--- src/logic/mch_pkg.sv ---
// constants of the monitor channel handshake block: register map, field layout, frame geometry
// assumes a 32-bit APB slave and an IOM-2 terminal frame of three sub-channels
package mch_pkg;

	localparam int unsigned ADDR_W = 8;

	// register byte offsets
	localparam logic [7:0] CTRL_OFS = 8'h00;
	localparam logic [7:0] STAT_OFS = 8'h04;
	localparam logic [7:0] MASK_OFS = 8'h08;
	localparam logic [7:0] ACT_OFS  = 8'h0C;
	localparam logic [7:0] TXB_OFS  = 8'h10;
	localparam logic [7:0] RXB_OFS  = 8'h14;

	// msg_control_register fields
	localparam int unsigned CTRL_W       = 5;
	localparam int unsigned CTL_RX_ACK   = 0;
	localparam int unsigned CTL_TX_VALID = 1;
	localparam int unsigned CTL_RX_IRQEN = 2;
	localparam int unsigned CTL_TX_IRQEN = 3;
	localparam int unsigned CTL_SUBCH    = 4;
	localparam logic [4:0]  CTRL_RST     = 5'h00;

	// msg_status_register fields, also the mask layout
	localparam int unsigned STAT_W      = 4;
	localparam int unsigned ST_RECEIVED = 0;
	localparam int unsigned ST_END_RX   = 1;
	localparam int unsigned ST_ACKED    = 2;
	localparam int unsigned ST_ABORT    = 3;
	localparam logic [3:0]  STAT_RST    = 4'h0;
	localparam logic [3:0]  MASK_RST    = 4'h0;

	localparam logic [7:0]  BYTE_RST = 8'hFF;

	// frame geometry in bit times, msb first in each octet
	localparam int unsigned CNT_W     = 7;
	localparam logic [6:0]  LAST_BIT  = 7'h5F;
	localparam logic [6:0]  CH_BITS   = 7'h20;
	localparam logic [6:0]  MON_OFS   = 7'h10;
	localparam logic [6:0]  MON_LEN   = 7'h08;
	localparam logic [6:0]  MR_OFS    = 7'h1E;
	localparam logic [6:0]  MX_OFS    = 7'h1F;

	localparam int unsigned SYNC_W = 3;

endpackage

--- src/logic/mch_sync.sv ---
// three-stage synchroniser for pins from outside the clock domain
// a change is passed on once the second and third stages agree
`timescale 1ns/1ps

module mch_sync #(
	parameter int unsigned W = 1
) (
	input  wire logic         clk,
	input  wire logic         rst_b,
	input  wire logic [W-1:0] pin,
	output logic      [W-1:0] level
);

	logic [W-1:0] s1_q;
	logic [W-1:0] s2_q;
	logic [W-1:0] s3_q;
	logic [W-1:0] level_q;

	genvar g;
	generate
		for (g = 0; g < W; g++) begin : g_bit
			always_ff @(posedge clk or negedge rst_b) begin
				if (!rst_b) begin
					s1_q[g]    <= 1'b1;
					s2_q[g]    <= 1'b1;
					s3_q[g]    <= 1'b1;
					level_q[g] <= 1'b1;
				end else begin
					s1_q[g] <= pin[g];
					s2_q[g] <= s1_q[g];
					s3_q[g] <= s2_q[g];
					if (s2_q[g] == s3_q[g]) begin
						level_q[g] <= s3_q[g];
					end
				end
			end
		end
	endgenerate

	assign level = level_q;

endmodule

--- src/logic/mch_top.sv ---
// monitor channel handshake: APB registers, IOM-2 frame slotting, transmitter and receiver
// assumes dcl, fsc and din come from the bus unsynchronised; dout is open drain
//
// Added by the designer: the APB slave port and the register addresses.
`timescale 1ns/1ps

module mch_top (
	input  wire logic                       clk,
	input  wire logic                       rst_b,
	input  wire logic                       psel,
	input  wire logic                       penable,
	input  wire logic                       pwrite,
	input  wire logic [mch_pkg::ADDR_W-1:0] paddr,
	input  wire logic [31:0]                pwdata,
	output logic      [31:0]                prdata,
	output logic                            pready,
	output logic                            pslverr,
	output logic                            irq,
	input  wire logic                       dcl,
	input  wire logic                       fsc,
	input  wire logic                       din,
	output logic                            dout_o,
	output logic                            dout_oe_b,
	input  wire logic                       core_tx_bit,
	output logic                            core_rx_bit
);

	typedef enum logic [2:0] {
		TX_IDLE, TX_FIRST, TX_ACKED, TX_PULSE, TX_WAIT, TX_CLOSE
	} mch_tx_state_t;

	typedef enum logic [1:0] {
		RX_OFF, RX_ACK, RX_HOLD, RX_PULSE
	} mch_rx_state_t;

	function automatic logic reg_hit(input logic [7:0] a, input logic [7:0] ofs);
		reg_hit = (a == ofs);
	endfunction

	// true while cnt lies in [ch*32+ofs, ch*32+ofs+len)
	function automatic logic in_field(input logic [6:0] cnt, input logic ch,
		input logic [6:0] ofs, input logic [6:0] len);
		logic [6:0] base;
		base = (ch ? mch_pkg::CH_BITS : 7'h00) + ofs;
		in_field = (cnt >= base) && (cnt < base + len);
	endfunction

	////////////////////////////////////////////////////////////////////////////////

	logic [2:0]                  pins_s;
	logic                        dcl_s;
	logic                        fsc_s;
	logic                        din_s;
	logic                        dcl_q;
	logic                        fsc_q;
	logic [mch_pkg::CNT_W-1:0]   cnt_q;
	logic [mch_pkg::CNT_W-1:0]   cnt_d;
	logic [7:0]                  shift_q;
	logic                        mr_cap_q;
	logic                        mx_cap_q;
	logic                        mr_prev_q;
	logic                        mx_prev_q;
	logic                        dout_q;
	logic                        oe_b_q;
	logic                        core_rx_q;
	logic [mch_pkg::CTRL_W-1:0]  ctrl_q;
	logic [mch_pkg::STAT_W-1:0]  stat_q;
	logic [mch_pkg::STAT_W-1:0]  mask_q;
	logic [7:0]                  tx_byte_q;
	logic [7:0]                  rx_byte_q;
	logic                        tx_pend_q;
	logic                        rd_pend_q;
	logic                        rx_open_q;
	logic [31:0]                 prdata_q;
	mch_tx_state_t               tx_q;
	mch_tx_state_t               tx_d;
	mch_rx_state_t               rx_q;
	mch_rx_state_t               rx_d;

	mch_sync #(
		.W (mch_pkg::SYNC_W)
	) u_sync (
		.clk   (clk),
		.rst_b (rst_b),
		.pin   ({dcl, fsc, din}),
		.level (pins_s)
	);

	assign dcl_s = pins_s[2];
	assign fsc_s = pins_s[1];
	assign din_s = pins_s[0];

	////////////////////////////////////////////////////////////////////////////////
	// bit timing

	wire dcl_rise   = dcl_s & ~dcl_q;
	wire dcl_fall   = ~dcl_s & dcl_q;
	wire frame_tick = fsc_s & ~fsc_q;
	wire sub_sel    = ctrl_q[mch_pkg::CTL_SUBCH];

	assign cnt_d = frame_tick ? '0 :
		(dcl_rise && cnt_q != mch_pkg::LAST_BIT) ? cnt_q + 7'h01 : cnt_q;

	wire cap_mon = in_field(cnt_q, sub_sel, mch_pkg::MON_OFS, mch_pkg::MON_LEN);
	wire cap_mr  = in_field(cnt_q, sub_sel, mch_pkg::MR_OFS, 7'h01);
	wire cap_mx  = in_field(cnt_q, sub_sel, mch_pkg::MX_OFS, 7'h01);

	always_ff @(posedge clk or negedge rst_b) begin
		if (!rst_b) begin
			dcl_q <= 1'b1;
			fsc_q <= 1'b1;
			cnt_q <= '0;
		end else begin
			dcl_q <= dcl_s;
			fsc_q <= fsc_s;
			cnt_q <= cnt_d;
		end
	end

	// inputs taken on the falling dcl edge, mid bit
	always_ff @(posedge clk or negedge rst_b) begin
		if (!rst_b) begin
			shift_q  <= mch_pkg::BYTE_RST;
			mr_cap_q <= 1'b1;
			mx_cap_q <= 1'b1;
		end else if (dcl_fall) begin
			if (cap_mon) shift_q <= {shift_q[6:0], din_s};
			if (cap_mr) mr_cap_q <= din_s;
			if (cap_mx) mx_cap_q <= din_s;
		end
	end

	always_ff @(posedge clk or negedge rst_b) begin
		if (!rst_b) begin
			mr_prev_q <= 1'b1;
			mx_prev_q <= 1'b1;
		end else if (frame_tick) begin
			mr_prev_q <= mr_cap_q;
			mx_prev_q <= mx_cap_q;
		end
	end

	////////////////////////////////////////////////////////////////////////////////
	// transmitter

	wire tx_on  = ctrl_q[mch_pkg::CTL_TX_VALID];
	wire mr_now = mr_cap_q;
	wire mr_two = mr_cap_q & mr_prev_q;
	wire mr_ret = ~mr_cap_q & mr_prev_q;
	// valid is low only in TX_FIRST, TX_ACKED and TX_WAIT; idle high in the one-frame gap, in TX_CLOSE and in TX_IDLE
	wire tx_mx  = ~(tx_q == TX_FIRST || tx_q == TX_ACKED || tx_q == TX_WAIT);

	always_comb begin
		tx_d = tx_q;
		case (tx_q)
			TX_IDLE: begin
				if (tx_on) tx_d = TX_FIRST;
			end
			TX_FIRST: begin
				if (!tx_on) tx_d = TX_CLOSE;
				else if (!mr_now) tx_d = TX_ACKED;
			end
			TX_ACKED: begin
				if (!tx_on) tx_d = TX_CLOSE;
				else if (mr_two) tx_d = TX_CLOSE;
				else if (tx_pend_q) tx_d = TX_PULSE;
			end
			TX_PULSE: begin
				tx_d = tx_on ? TX_WAIT : TX_CLOSE;
			end
			TX_WAIT: begin
				if (!tx_on) tx_d = TX_CLOSE;
				else if (mr_two) tx_d = TX_CLOSE;
				else if (mr_ret) tx_d = TX_ACKED;
			end
			TX_CLOSE: begin
				// released only once the receiver lets go of the ack bit
				if (mr_now && !tx_on) tx_d = TX_IDLE;
			end
			default: tx_d = TX_IDLE;
		endcase
	end

	wire ev_acked = frame_tick && ((tx_q == TX_FIRST && tx_on && !mr_now) ||
		(tx_q == TX_WAIT && tx_on && !mr_two && mr_ret));
	wire ev_abort = frame_tick && tx_on && mr_two &&
		(tx_q == TX_ACKED || tx_q == TX_WAIT);
	wire tx_take  = frame_tick && tx_on &&
		(tx_q == TX_IDLE || (tx_q == TX_ACKED && !mr_two && tx_pend_q));

	////////////////////////////////////////////////////////////////////////////////
	// receiver

	wire rx_on    = ctrl_q[mch_pkg::CTL_RX_ACK];
	wire new_byte = frame_tick && !mx_cap_q && mx_prev_q;
	wire ev_end   = frame_tick && mx_cap_q && mx_prev_q && rx_open_q;
	wire rx_mr    = (rx_q == RX_OFF) || (rx_q == RX_PULSE);

	always_comb begin
		rx_d = rx_q;
		case (rx_q)
			RX_OFF: begin
				if (rx_on) rx_d = RX_ACK;
			end
			RX_ACK: begin
				if (!rx_on) rx_d = RX_OFF;
				else if (new_byte) rx_d = RX_HOLD;
			end
			RX_HOLD: begin
				// no timeout: held until software reads the byte
				if (!rx_on) rx_d = RX_OFF;
				else if (rd_pend_q) rx_d = RX_PULSE;
			end
			RX_PULSE: begin
				rx_d = rx_on ? RX_ACK : RX_OFF;
			end
			default: rx_d = RX_OFF;
		endcase
	end

	wire rd_clr = frame_tick && ((rx_q == RX_ACK && new_byte) || rx_q == RX_HOLD);

	always_ff @(posedge clk or negedge rst_b) begin
		if (!rst_b) begin
			tx_q      <= TX_IDLE;
			rx_q      <= RX_OFF;
			rx_byte_q <= mch_pkg::BYTE_RST;
			rx_open_q <= 1'b0;
		end else begin
			if (frame_tick) tx_q <= tx_d;
			if (frame_tick) rx_q <= rx_d;
			if (new_byte) rx_byte_q <= shift_q;
			if (new_byte) rx_open_q <= 1'b1;
			else if (ev_end) rx_open_q <= 1'b0;
		end
	end

	////////////////////////////////////////////////////////////////////////////////
	// serial output, changed on the rising dcl edge

	wire [2:0] bit_ix  = ~cnt_d[2:0];
	wire own_mon  = in_field(cnt_d, sub_sel, mch_pkg::MON_OFS, mch_pkg::MON_LEN);
	wire own_mr   = in_field(cnt_d, sub_sel, mch_pkg::MR_OFS, 7'h01);
	wire own_mx   = in_field(cnt_d, sub_sel, mch_pkg::MX_OFS, 7'h01);
	wire core_sl  = sub_sel && (in_field(cnt_d, 1'b0, mch_pkg::MON_OFS, mch_pkg::MON_LEN) ||
		in_field(cnt_d, 1'b0, mch_pkg::MR_OFS, 7'h02));
	wire out_bit  = own_mon ? tx_byte_q[bit_ix] :
		own_mr ? rx_mr : own_mx ? tx_mx : core_tx_bit;
	wire drive    = own_mon || own_mr || own_mx || core_sl;

	always_ff @(posedge clk or negedge rst_b) begin
		if (!rst_b) begin
			dout_q    <= 1'b1;
			oe_b_q    <= 1'b1;
			core_rx_q <= 1'b1;
		end else begin
			if (frame_tick || dcl_rise) begin
				dout_q <= drive ? out_bit : 1'b1;
				oe_b_q <= ~drive;
			end
			core_rx_q <= din_s;
		end
	end

	assign dout_o      = dout_q;
	assign dout_oe_b   = oe_b_q;
	assign core_rx_bit = core_rx_q;

	////////////////////////////////////////////////////////////////////////////////
	// APB slave, zero wait states

	wire hit_ctrl = reg_hit(paddr, mch_pkg::CTRL_OFS);
	wire hit_stat = reg_hit(paddr, mch_pkg::STAT_OFS);
	wire hit_mask = reg_hit(paddr, mch_pkg::MASK_OFS);
	wire hit_act  = reg_hit(paddr, mch_pkg::ACT_OFS);
	wire hit_txb  = reg_hit(paddr, mch_pkg::TXB_OFS);
	wire hit_rxb  = reg_hit(paddr, mch_pkg::RXB_OFS);
	wire hit_any  = hit_ctrl | hit_stat | hit_mask | hit_act | hit_txb | hit_rxb;
	wire setup    = psel & ~penable;
	wire acc      = psel & penable;
	wire wr       = acc & pwrite & hit_any;
	wire rd_rxb   = acc & ~pwrite & hit_rxb;
	wire chan_act = (tx_q != TX_IDLE);

	wire [31:0] rd_mux =
		hit_ctrl ? {27'h0, ctrl_q} :
		hit_stat ? {28'h0000000, stat_q} :
		hit_mask ? {28'h0000000, mask_q} :
		hit_act  ? {31'h0, chan_act} :
		hit_txb  ? {24'h000000, tx_byte_q} :
		hit_rxb  ? {24'h000000, rx_byte_q} : 32'h00000000;

	wire [3:0] ev;
	assign ev[mch_pkg::ST_RECEIVED] = new_byte;
	assign ev[mch_pkg::ST_END_RX]   = ev_end;
	assign ev[mch_pkg::ST_ACKED]    = ev_acked;
	assign ev[mch_pkg::ST_ABORT]    = ev_abort;

	wire [3:0] w1c    = (wr && hit_stat) ? pwdata[3:0] : 4'h0;
	// set wins over a write-one-to-clear in the same cycle
	wire [3:0] stat_d = (stat_q & ~w1c) | ev;

	wire [3:0] irq_en;
	assign irq_en[mch_pkg::ST_RECEIVED] = 1'b1;
	assign irq_en[mch_pkg::ST_END_RX]   = ctrl_q[mch_pkg::CTL_RX_IRQEN];
	assign irq_en[mch_pkg::ST_ACKED]    = ctrl_q[mch_pkg::CTL_TX_IRQEN];
	assign irq_en[mch_pkg::ST_ABORT]    = ctrl_q[mch_pkg::CTL_TX_IRQEN];

	always_ff @(posedge clk or negedge rst_b) begin
		if (!rst_b) begin
			ctrl_q    <= mch_pkg::CTRL_RST;
			stat_q    <= mch_pkg::STAT_RST;
			mask_q    <= mch_pkg::MASK_RST;
			tx_byte_q <= mch_pkg::BYTE_RST;
			prdata_q  <= 32'h00000000;
		end else begin
			stat_q <= stat_d;
			if (wr && hit_ctrl) ctrl_q <= pwdata[4:0];
			if (wr && hit_mask) mask_q <= pwdata[3:0];
			// a write mid-frame may split the byte on the wire; write after an acknowledge
			if (wr && hit_txb) tx_byte_q <= pwdata[7:0];
			if (setup) prdata_q <= rd_mux;
		end
	end

	// pending flags: a new request wins over the clear
	always_ff @(posedge clk or negedge rst_b) begin
		if (!rst_b) begin
			tx_pend_q <= 1'b0;
			rd_pend_q <= 1'b0;
		end else begin
			tx_pend_q <= (wr && hit_txb) | (tx_pend_q & ~tx_take);
			rd_pend_q <= rd_rxb | (rd_pend_q & ~rd_clr);
		end
	end

	assign prdata  = prdata_q;
	assign pready  = 1'b1;
	assign pslverr = acc & ~hit_any;
	assign irq     = |(stat_q & mask_q & irq_en);

endmodule

--- config.mk ---
export PLATFORM = sky130hd
export DESIGN_NAME = mch_top
export DESIGN_NICKNAME = d
export VERILOG_FILES = /design/src/logic/mch_pkg.sv /design/src/logic/mch_sync.sv /design/src/logic/mch_top.sv
export SDC_FILE = /design/constraint.sdc
export NUM_CORES = 1
export LEC_CHECK = 0
export ABC_AREA = 1
export BUFFER_PORTS_ARGS = -buffer_cell sky130_fd_sc_hd__buf_2
export CAP_MARGIN = 25
export CORE_ASPECT_RATIO = 0.75
export CORE_MARGIN = 5
export CORE_UTILIZATION = 50
export DETAILED_ROUTE_END_ITERATION = 7
export GPL_TIMING_DRIVEN = 0
export PLACE_DENSITY = 0.74
export SLEW_MARGIN = 40
export SYNTH_ARGS = -nofsm -noshare
export SYNTH_HDL_FRONTEND = slang
export SYNTH_SLANG_ARGS = --single-unit
export TNS_END_PERCENT = 50
--- constraint.sdc ---
create_clock -name clk -period 2.5 [get_ports clk]
set_clock_uncertainty 0.15 [all_clocks]
set_input_delay 0.125 -clock clk [delete_from_list [all_inputs] [get_ports clk]]
set_output_delay 0.125 -clock clk [all_outputs]
set_load 0.05 [all_outputs]
## Word level (Yosys, flattened, before mapping)

Index checks and enable logic that the tools add are counted.

| word-level totals | value |
|---|---|
| register bits | 105 |
| input bits | 49 |
| output and inout port bits | 38 |
| word-level logic and storage cells | 219 |

| operators by class | value |
|---|---|
| add/sub/neg operators | 7 |
| order comparisons | 17 |
| equal/unequal tests | 25 |
| muxes and demuxes | 37 |
| bitwise operators | 38 |
| reduce and logical (&&, ||, !) cells | 61 |

Operators by type and width:

| kind | number |
|---|---|
| 8-bit 2-to-1 mux | 6 |
| 7-bit greater-or-equal comparator | 6 |
| 7-bit less-than comparator | 6 |
| 1-bit logical AND | 34 |
| 3-bit 2-to-1 mux | 10 |
| 7-bit by 1-bit adder with 7-bit output, second input constant | 3 |
| 3-bit one-hot mux with 6 select lines | 1 |
| 8-bit by 4-bit == test with 1-bit output, second input constant | 2 |
| 8-bit by 5-bit == test with 1-bit output, second input constant | 2 |
| 7-bit by 5-bit adder with 7-bit output, second input constant | 2 |
| 1-bit AND | 14 |
| 7-bit by 5-bit greater-or-equal comparator with 1-bit output, second input constant | 2 |
| 7-bit 2-to-1 mux | 2 |
| 4-bit AND | 3 |
| 1-bit logical OR | 12 |
| 1-bit NOT | 11 |
| 2-bit 2-to-1 mux | 5 |
| 1-bit 2-to-1 mux | 9 |
| 3-bit inequality test, second input constant | 3 |
| 8-bit by 3-bit == test with 1-bit output, second input constant | 1 |
| 8-bit zero test | 1 |
| 4-bit inequality test, second input constant | 2 |
| 2-bit one-hot mux with 4 select lines | 1 |
| 6-bit by 5-bit adder with 7-bit output, second input constant | 1 |
| other kinds (28) | 46 |

## Longest topological paths before layout

| logic depth | value |
|---|---|
| depth after elaboration | 12 |
| depth in mapped cells | 17 |
| mapped depth without buffers | 17 |

## Modules after synthesis

From an unflattened synthesis, not the netlist that was laid out.

| unflattened totals | value |
|---|---|
| cells, all modules | 536 |
| area total of the unflattened synthesis | 4,386.7 um2 |

Modules (own cells, without submodules):

| module | times used | cells each | area an instance (um2) | sequential area each (um2) |
|---|---|---|---|---|
| mch_top | 1 | 512 | 4,022.6 | 1,767.9 |
| mch_sync | 1 | 24 | 364.1 | 315.3 |

## Worst setup path before layout

OpenSTA, ideal clock, no wires.

| timing path | value |
|---|---|
| path kind | register -> register |
| start | register cnt_q[0] (netlist bit) |
| end | register dout_q (netlist: dout_o) |
| setup time | 0.073 ns |
| arrival | 1.933 ns |
| data required time | 2.277 ns |
| path slack | 0.344 ns |
| stages on the path, launching flop included | 14 |
| buffers on the path | 0 |
| path through | dfrtp_1 -> ha_1 -> nand3_2 -> nor2_1 -> a31oi_1 -> nor2_1 -> ha_1 -> a21oi_1 -> nand2_1 -> nand2_1 -> nand3_1 -> nand2_1 -> nand2_1 -> a21oi_1 |

| on the way | value |
|---|---|
| cells in the longest elaborated chain, start to end | 10 |
| elaborated cells on any way between the ends | 32 |
| classes of those cells | add/sub (1); order compare (10); eq/ne (1); mux (8); bitwise (1); reduce/logical (11) |

Ends and longest elaborated chain:

| item | line | source |
|---|---|---|
| from (decl) | mch_top.sv:56 | `logic [mch_pkg::CNT_W-1:0] cnt_q;` |
| from (signal assigned) | mch_top.sv:116 | `cnt_q <= cnt_d;` |
| parallel branches: the longest is 2 deep, another holds 7-bit by 1-bit adder with 7-bit output | n/a |  |
| 7-bit 2-to-1 mux * | mch_top.sv:102 | `(dcl_rise && cnt_q != mch_pkg::LAST_BIT) ? cnt_q + 7'h01 : cnt_q;` |
| 7-bit 2-to-1 mux * | mch_top.sv:101 | `assign cnt_d = frame_tick ? '0 :` |
| named net cnt_d, one bit | mch_top.sv:57 | `logic [mch_pkg::CNT_W-1:0] cnt_d;` |
| 7-bit greater-or-equal comparator (tied with other cells) | mch_top.sv:45 | `in_field = (cnt >= base) && (cnt < base + len);` |
| 1-bit logical AND | mch_top.sv:45 |  |
| 1-bit 2-to-1 mux (tied with other cells) (2 in series) | mch_top.sv:248 | `own_mr ? rx_mr : own_mx ? tx_mx : core_tx_bit;` |
| 1-bit 2-to-1 mux or 1-bit logical OR (tied branches) | mch_top.sv:247, mch_top.sv:249 |  |
| 1-bit 2-to-1 mux * | mch_top.sv:258 | `dout_q <= drive ? out_bit : 1'b1;` |
| to (signal assigned) | mch_top.sv:258 |  |
| to (decl) | mch_top.sv:63 | `logic dout_q;` |

Mark *: on every way through the listed nets, which the timed path passes. The select of a mux whose other input is x is not followed.
A chain may end at the register's enable or synchronous reset.

## Worst setup path in the final report

| timing path | value |
|---|---|
| start | register u_sync.level_q[1] (netlist: u_sync.level[1]) |
| end | register dout_q (netlist: dout_o) |

| on the way | value |
|---|---|
| cells in the longest elaborated chain, start to end | 8 |
| elaborated cells on any way between the ends | 30 |
| classes of those cells | order compare (10); mux (7); bitwise (2); reduce/logical (11) |

Ends and longest elaborated chain:

| item | line | source |
|---|---|---|
| from (decl) | mch_sync.sv:17 | `logic [W-1:0] level_q;` |
| from (signal, indexed assignment) | mch_sync.sv:33 | `level_q[g] <= s3_q[g];` |
| 1-bit AND * | mch_top.sv:98 | `wire frame_tick = fsc_s & ~fsc_q;` |
| 7-bit 2-to-1 mux * | mch_top.sv:101 |  |
| named net cnt_d, one bit | mch_top.sv:57 |  |
| 7-bit greater-or-equal comparator (tied with other cells) | mch_top.sv:45 |  |
| 1-bit logical AND | mch_top.sv:45 |  |
| 1-bit 2-to-1 mux (tied with other cells) (2 in series) | mch_top.sv:248 |  |
| 1-bit 2-to-1 mux or 1-bit logical OR (tied branches) | mch_top.sv:247, mch_top.sv:249 |  |
| 1-bit 2-to-1 mux * | mch_top.sv:258 |  |

The timed path passes the listed nets; every way through them passes the cells marked *. The select of a mux whose other input is x is not followed.

==> run metrics <==
# clock sinks=81; vias in the first global route=3,474; DR iter-0 viols=310; Area after DPL=4690 um^2; Post-synth EDFFs=0; row cnt=29; GR Util All Layers=20.2%; Post-layout nets=660; Yosys reg bits=81; Rel. slew slack=49.9%; PD cells=641 nW/um^2; Pwr Total=0.00335 W; final antenna-violating net count=0; Finished Layout Cells=715; Post-DP HPWL=7.25 mm; crit path time final=2.32 ns; total I/O pin count=87; max incr delay on CP=0.55 ns; ys async rst share=100%; Core ar.=8380 um^2; post-route cell area=5220 um^2; startpoint types=flop; cell taking the most area after synthesis=dfstp_2; clock tree buffer depth=2; Critical Path AT=2.45 ns; Final setup viols=0; Crit path depth=15; initial antenna violation count=0; DRC viols=0; Clock Latency Late Sink=0.35 ns; DP Worst Slack=-0.0392 ns; Post-Syn Instances=511; Antenna Cells=0; area fraction of the dominant cell type after synthesis=27.8%; CP Capture Type=flop; Ys Warns=0; global-route wire length before repair=16.8 mm; Cell variety after synth=45; Die Y=89.8 um; share of layout cells above drive strength 1=26.2%; most frequent CP cell=nand2_1; Routed WL per cell=13.8 um; final WL=9.86 mm; count leader, synth=nand2_1; Top FF cell, synth=dfstp_2; Mapped Area=4250 um^2; total CTS buffers=9; critical setup path kind=reg -> reg; fmax=0.430 GHz; Root Driver=clkbuf_16; peak supply drop=558 uV; worst endpoint required time=2.63 ns; top post-synthesis cells by area=dfstp_2 (28%), dfrtp_1 (21%), nand2_1 (9.5%), o21ai_0 (6.5%), inv_1 (6.4%); drt pass-1 iters=5; crit path max fanout=5; fin crit share=93.0%; leakage power=2.47 nW; PortBufs=37; largest net degree at the start of global routing=63; clock-pin slew on the worst setup and hold paths=0.06 ns; Die X=116 um; placed insts=680; FILL cells=728; outcome=finished clean; worst path buffer plus inverter count=3; Post-synth top cells=nand2_1 (108), inv_1 (73), o21ai_0 (55), dfstp_2 (45), dfrtp_1 (36); final setup margin=0.175 ns; Die Area=10,500 um^2; Least-Margin Pin Slew=0.746 ns; max-slew violation count=0; total grt overflow=0; starting density of the core=50.7%; via count=3,647; RSZ-0062 raised after global routing=false; CP top delay family=simple AND/OR/NAND/NOR gates; Syn Area/Cell=8.32 um^2; depth of the worst register-to-register path=15; Hold Vio Cnt, Final=0; Slowest cell on crit path=dfstp_2; GP Congestion=0.903; CTS tree=built; H-tree depth=3; Seq/Total Area, Yosys=49.0%; routed vias/inst=5.10; Worst Hold Class=in -> async; Max Cap Viol=0; CP Cell Sequence=inv_1 -> nor2_4 -> inv_1 -> nand2_2 -> nor2_2 -> nand2_1 -> nand2_1 -> nor2_2 -> nand2_1 -> nor2_2 -> inv_1 -> or2_0 -> nand2_1 -> nand2_1 -> a21oi_1; area growth from synthesis to layout=22.9%
## worst register-to-register path: stages (launching register included)
cell and delay [ns]:
dfstp_2 0.55, inv_1 0.07, nor2_4 0.18, inv_1 0.15, nand2_2 0.15, nor2_2 0.07, nand2_1 0.05, nand2_1 0.07
nor2_2 0.15, nand2_1 0.08, nor2_2 0.10, inv_1 0.05, or2_0 0.19, nand2_1 0.07, nand2_1 0.05, a21oi_1 0.12
## power breakdown
group / internal (W) / switching (W) / total, W / leakage (nW)
sequential: 0.00139 / 0.0000600 / 0.00145 / 0.929
combinational: 0.000193 / 0.000403 / 0.000595 / 1.39
clock: 0.000724 / 0.000582 / 0.00131 / 0.147
## timing repair
action,CTS,global route
gates resized for setup,2,15
pin swaps,0,4
hold buffers,15,0
endpoints found under the setup margin,3,2
endpoints found under the hold margin,63,0
setup buffers,0,4
## cell usage in the layout (no fill, tap or decap), types with 2 or more instances in the layout
cell type	netlist	routed
nand2_1	108	107
inv_1	73	72
o21ai_0	55	55
dfstp_2	45	45
buf_2	2	37
dfrtp_1	36	35
nand3_1	34	34
buf_4	25	30
nor2_1	35	30
conb_1	2	25
a21oi_1	18	17
dlygate4sd3_1	0	15
clkbuf_16	0	9
nor2_2	5	8
ha_1	9	8
nor3_1	5	5
o211ai_1	5	5
o21ai_1	5	5
nand4_1	4	4
clkbuf_1	4	4
a221oi_1	4	4
inv_2	2	3
nor2_4	1	3
nand2_2	2	3
o32ai_1	3	3
maj3_1	3	3
nand3_2	3	2
a31oi_1	2	2
o22ai_1	2	2
o31ai_1	2	2
buf_6	1	2
inv_6	0	2
clkinv_4	0	2
inv_8	0	2
## logic make-up after synthesis
group / synth area share [%]
AND/OR/NAND/NOR: 21.4
buffers and inverters: 11.9
AO/OA/AOI/OAI: 13.9
flip-flops: 49.0
adder cells (fa/ha/maj): 3.36
other: 0.177
XOR/XNOR: 0.206
## final timing paths
| check | start | end | slack (ns) |
|---|---|---|---|
| max in group asynchronous | rst_b | rx_byte_q[2] | 1.58 |
| min | rst_b | prdata[1] | 0.03 |
| max | u_sync.level[1] | dout_o | 0.18 |
| min in group clk | core_tx_bit | dout_o | 0.03 |
| max reg2reg | u_sync.level[1] | dout_o | 0.18 |
| min reg2reg | u_sync.s1_q[2] | u_sync.s2_q[2] | 0.21 |
## per-stage QoR
step / util [%] / hold slack, ns / setup TNS, ns
final: 62.3 / 0.0328 / 0
after CTS: 61.3 / 0.0306 / 0
after detailed placement: 55.9 / -0.169 / -0.0392
after floorplan: - / -0.321 / 0
after global placement: 55.5 / 0.0802 / 0
after global routing: 62.3 / 0.0389 / 0
## sequential cells by signal, indices dropped and copies added, names as in the netlist, 3 cells and up
name,flops
prdata,8
rx_byte_q,8
shift_q,8
tx_byte_q,8
cnt_q,7
ctrl_q,5
mask_q,4
stat_q,4
tx_q,3
u_sync.level,3
u_sync.s1_q,3
u_sync.s2_q,3
u_sync.s3_q,3
## routing by layer
| layer | track usage, % | vias to the layer above | share of wire [%] |
|---|---|---|---|
| li1 | - | 1795 | - |
| met1 | 29.3 | 1727 | 46 |
| met2 | 28.8 | 107 | 46 |
| met3 | 6.71 | 18 | 6.8 |
| met4 | 5.51 | 0 | 1.5 |
| met5 | 0 | - | 0 |
## final cells by class
class	instances	area, um^2	area share (%)
Inverter	75	282	5.39
Buffer	32	226	4.34
Clock inverter	6	57.6	1.10
Clock buffer	10	239	4.57
Timing Repair Buffer	57	399	7.64
Multi-Input combinational cell	346	1800	34.5
Tap cell	108	135	2.59
Sequential cell	81	2080	39.9
No activity file was read; power rests on OpenSTA's default activity.
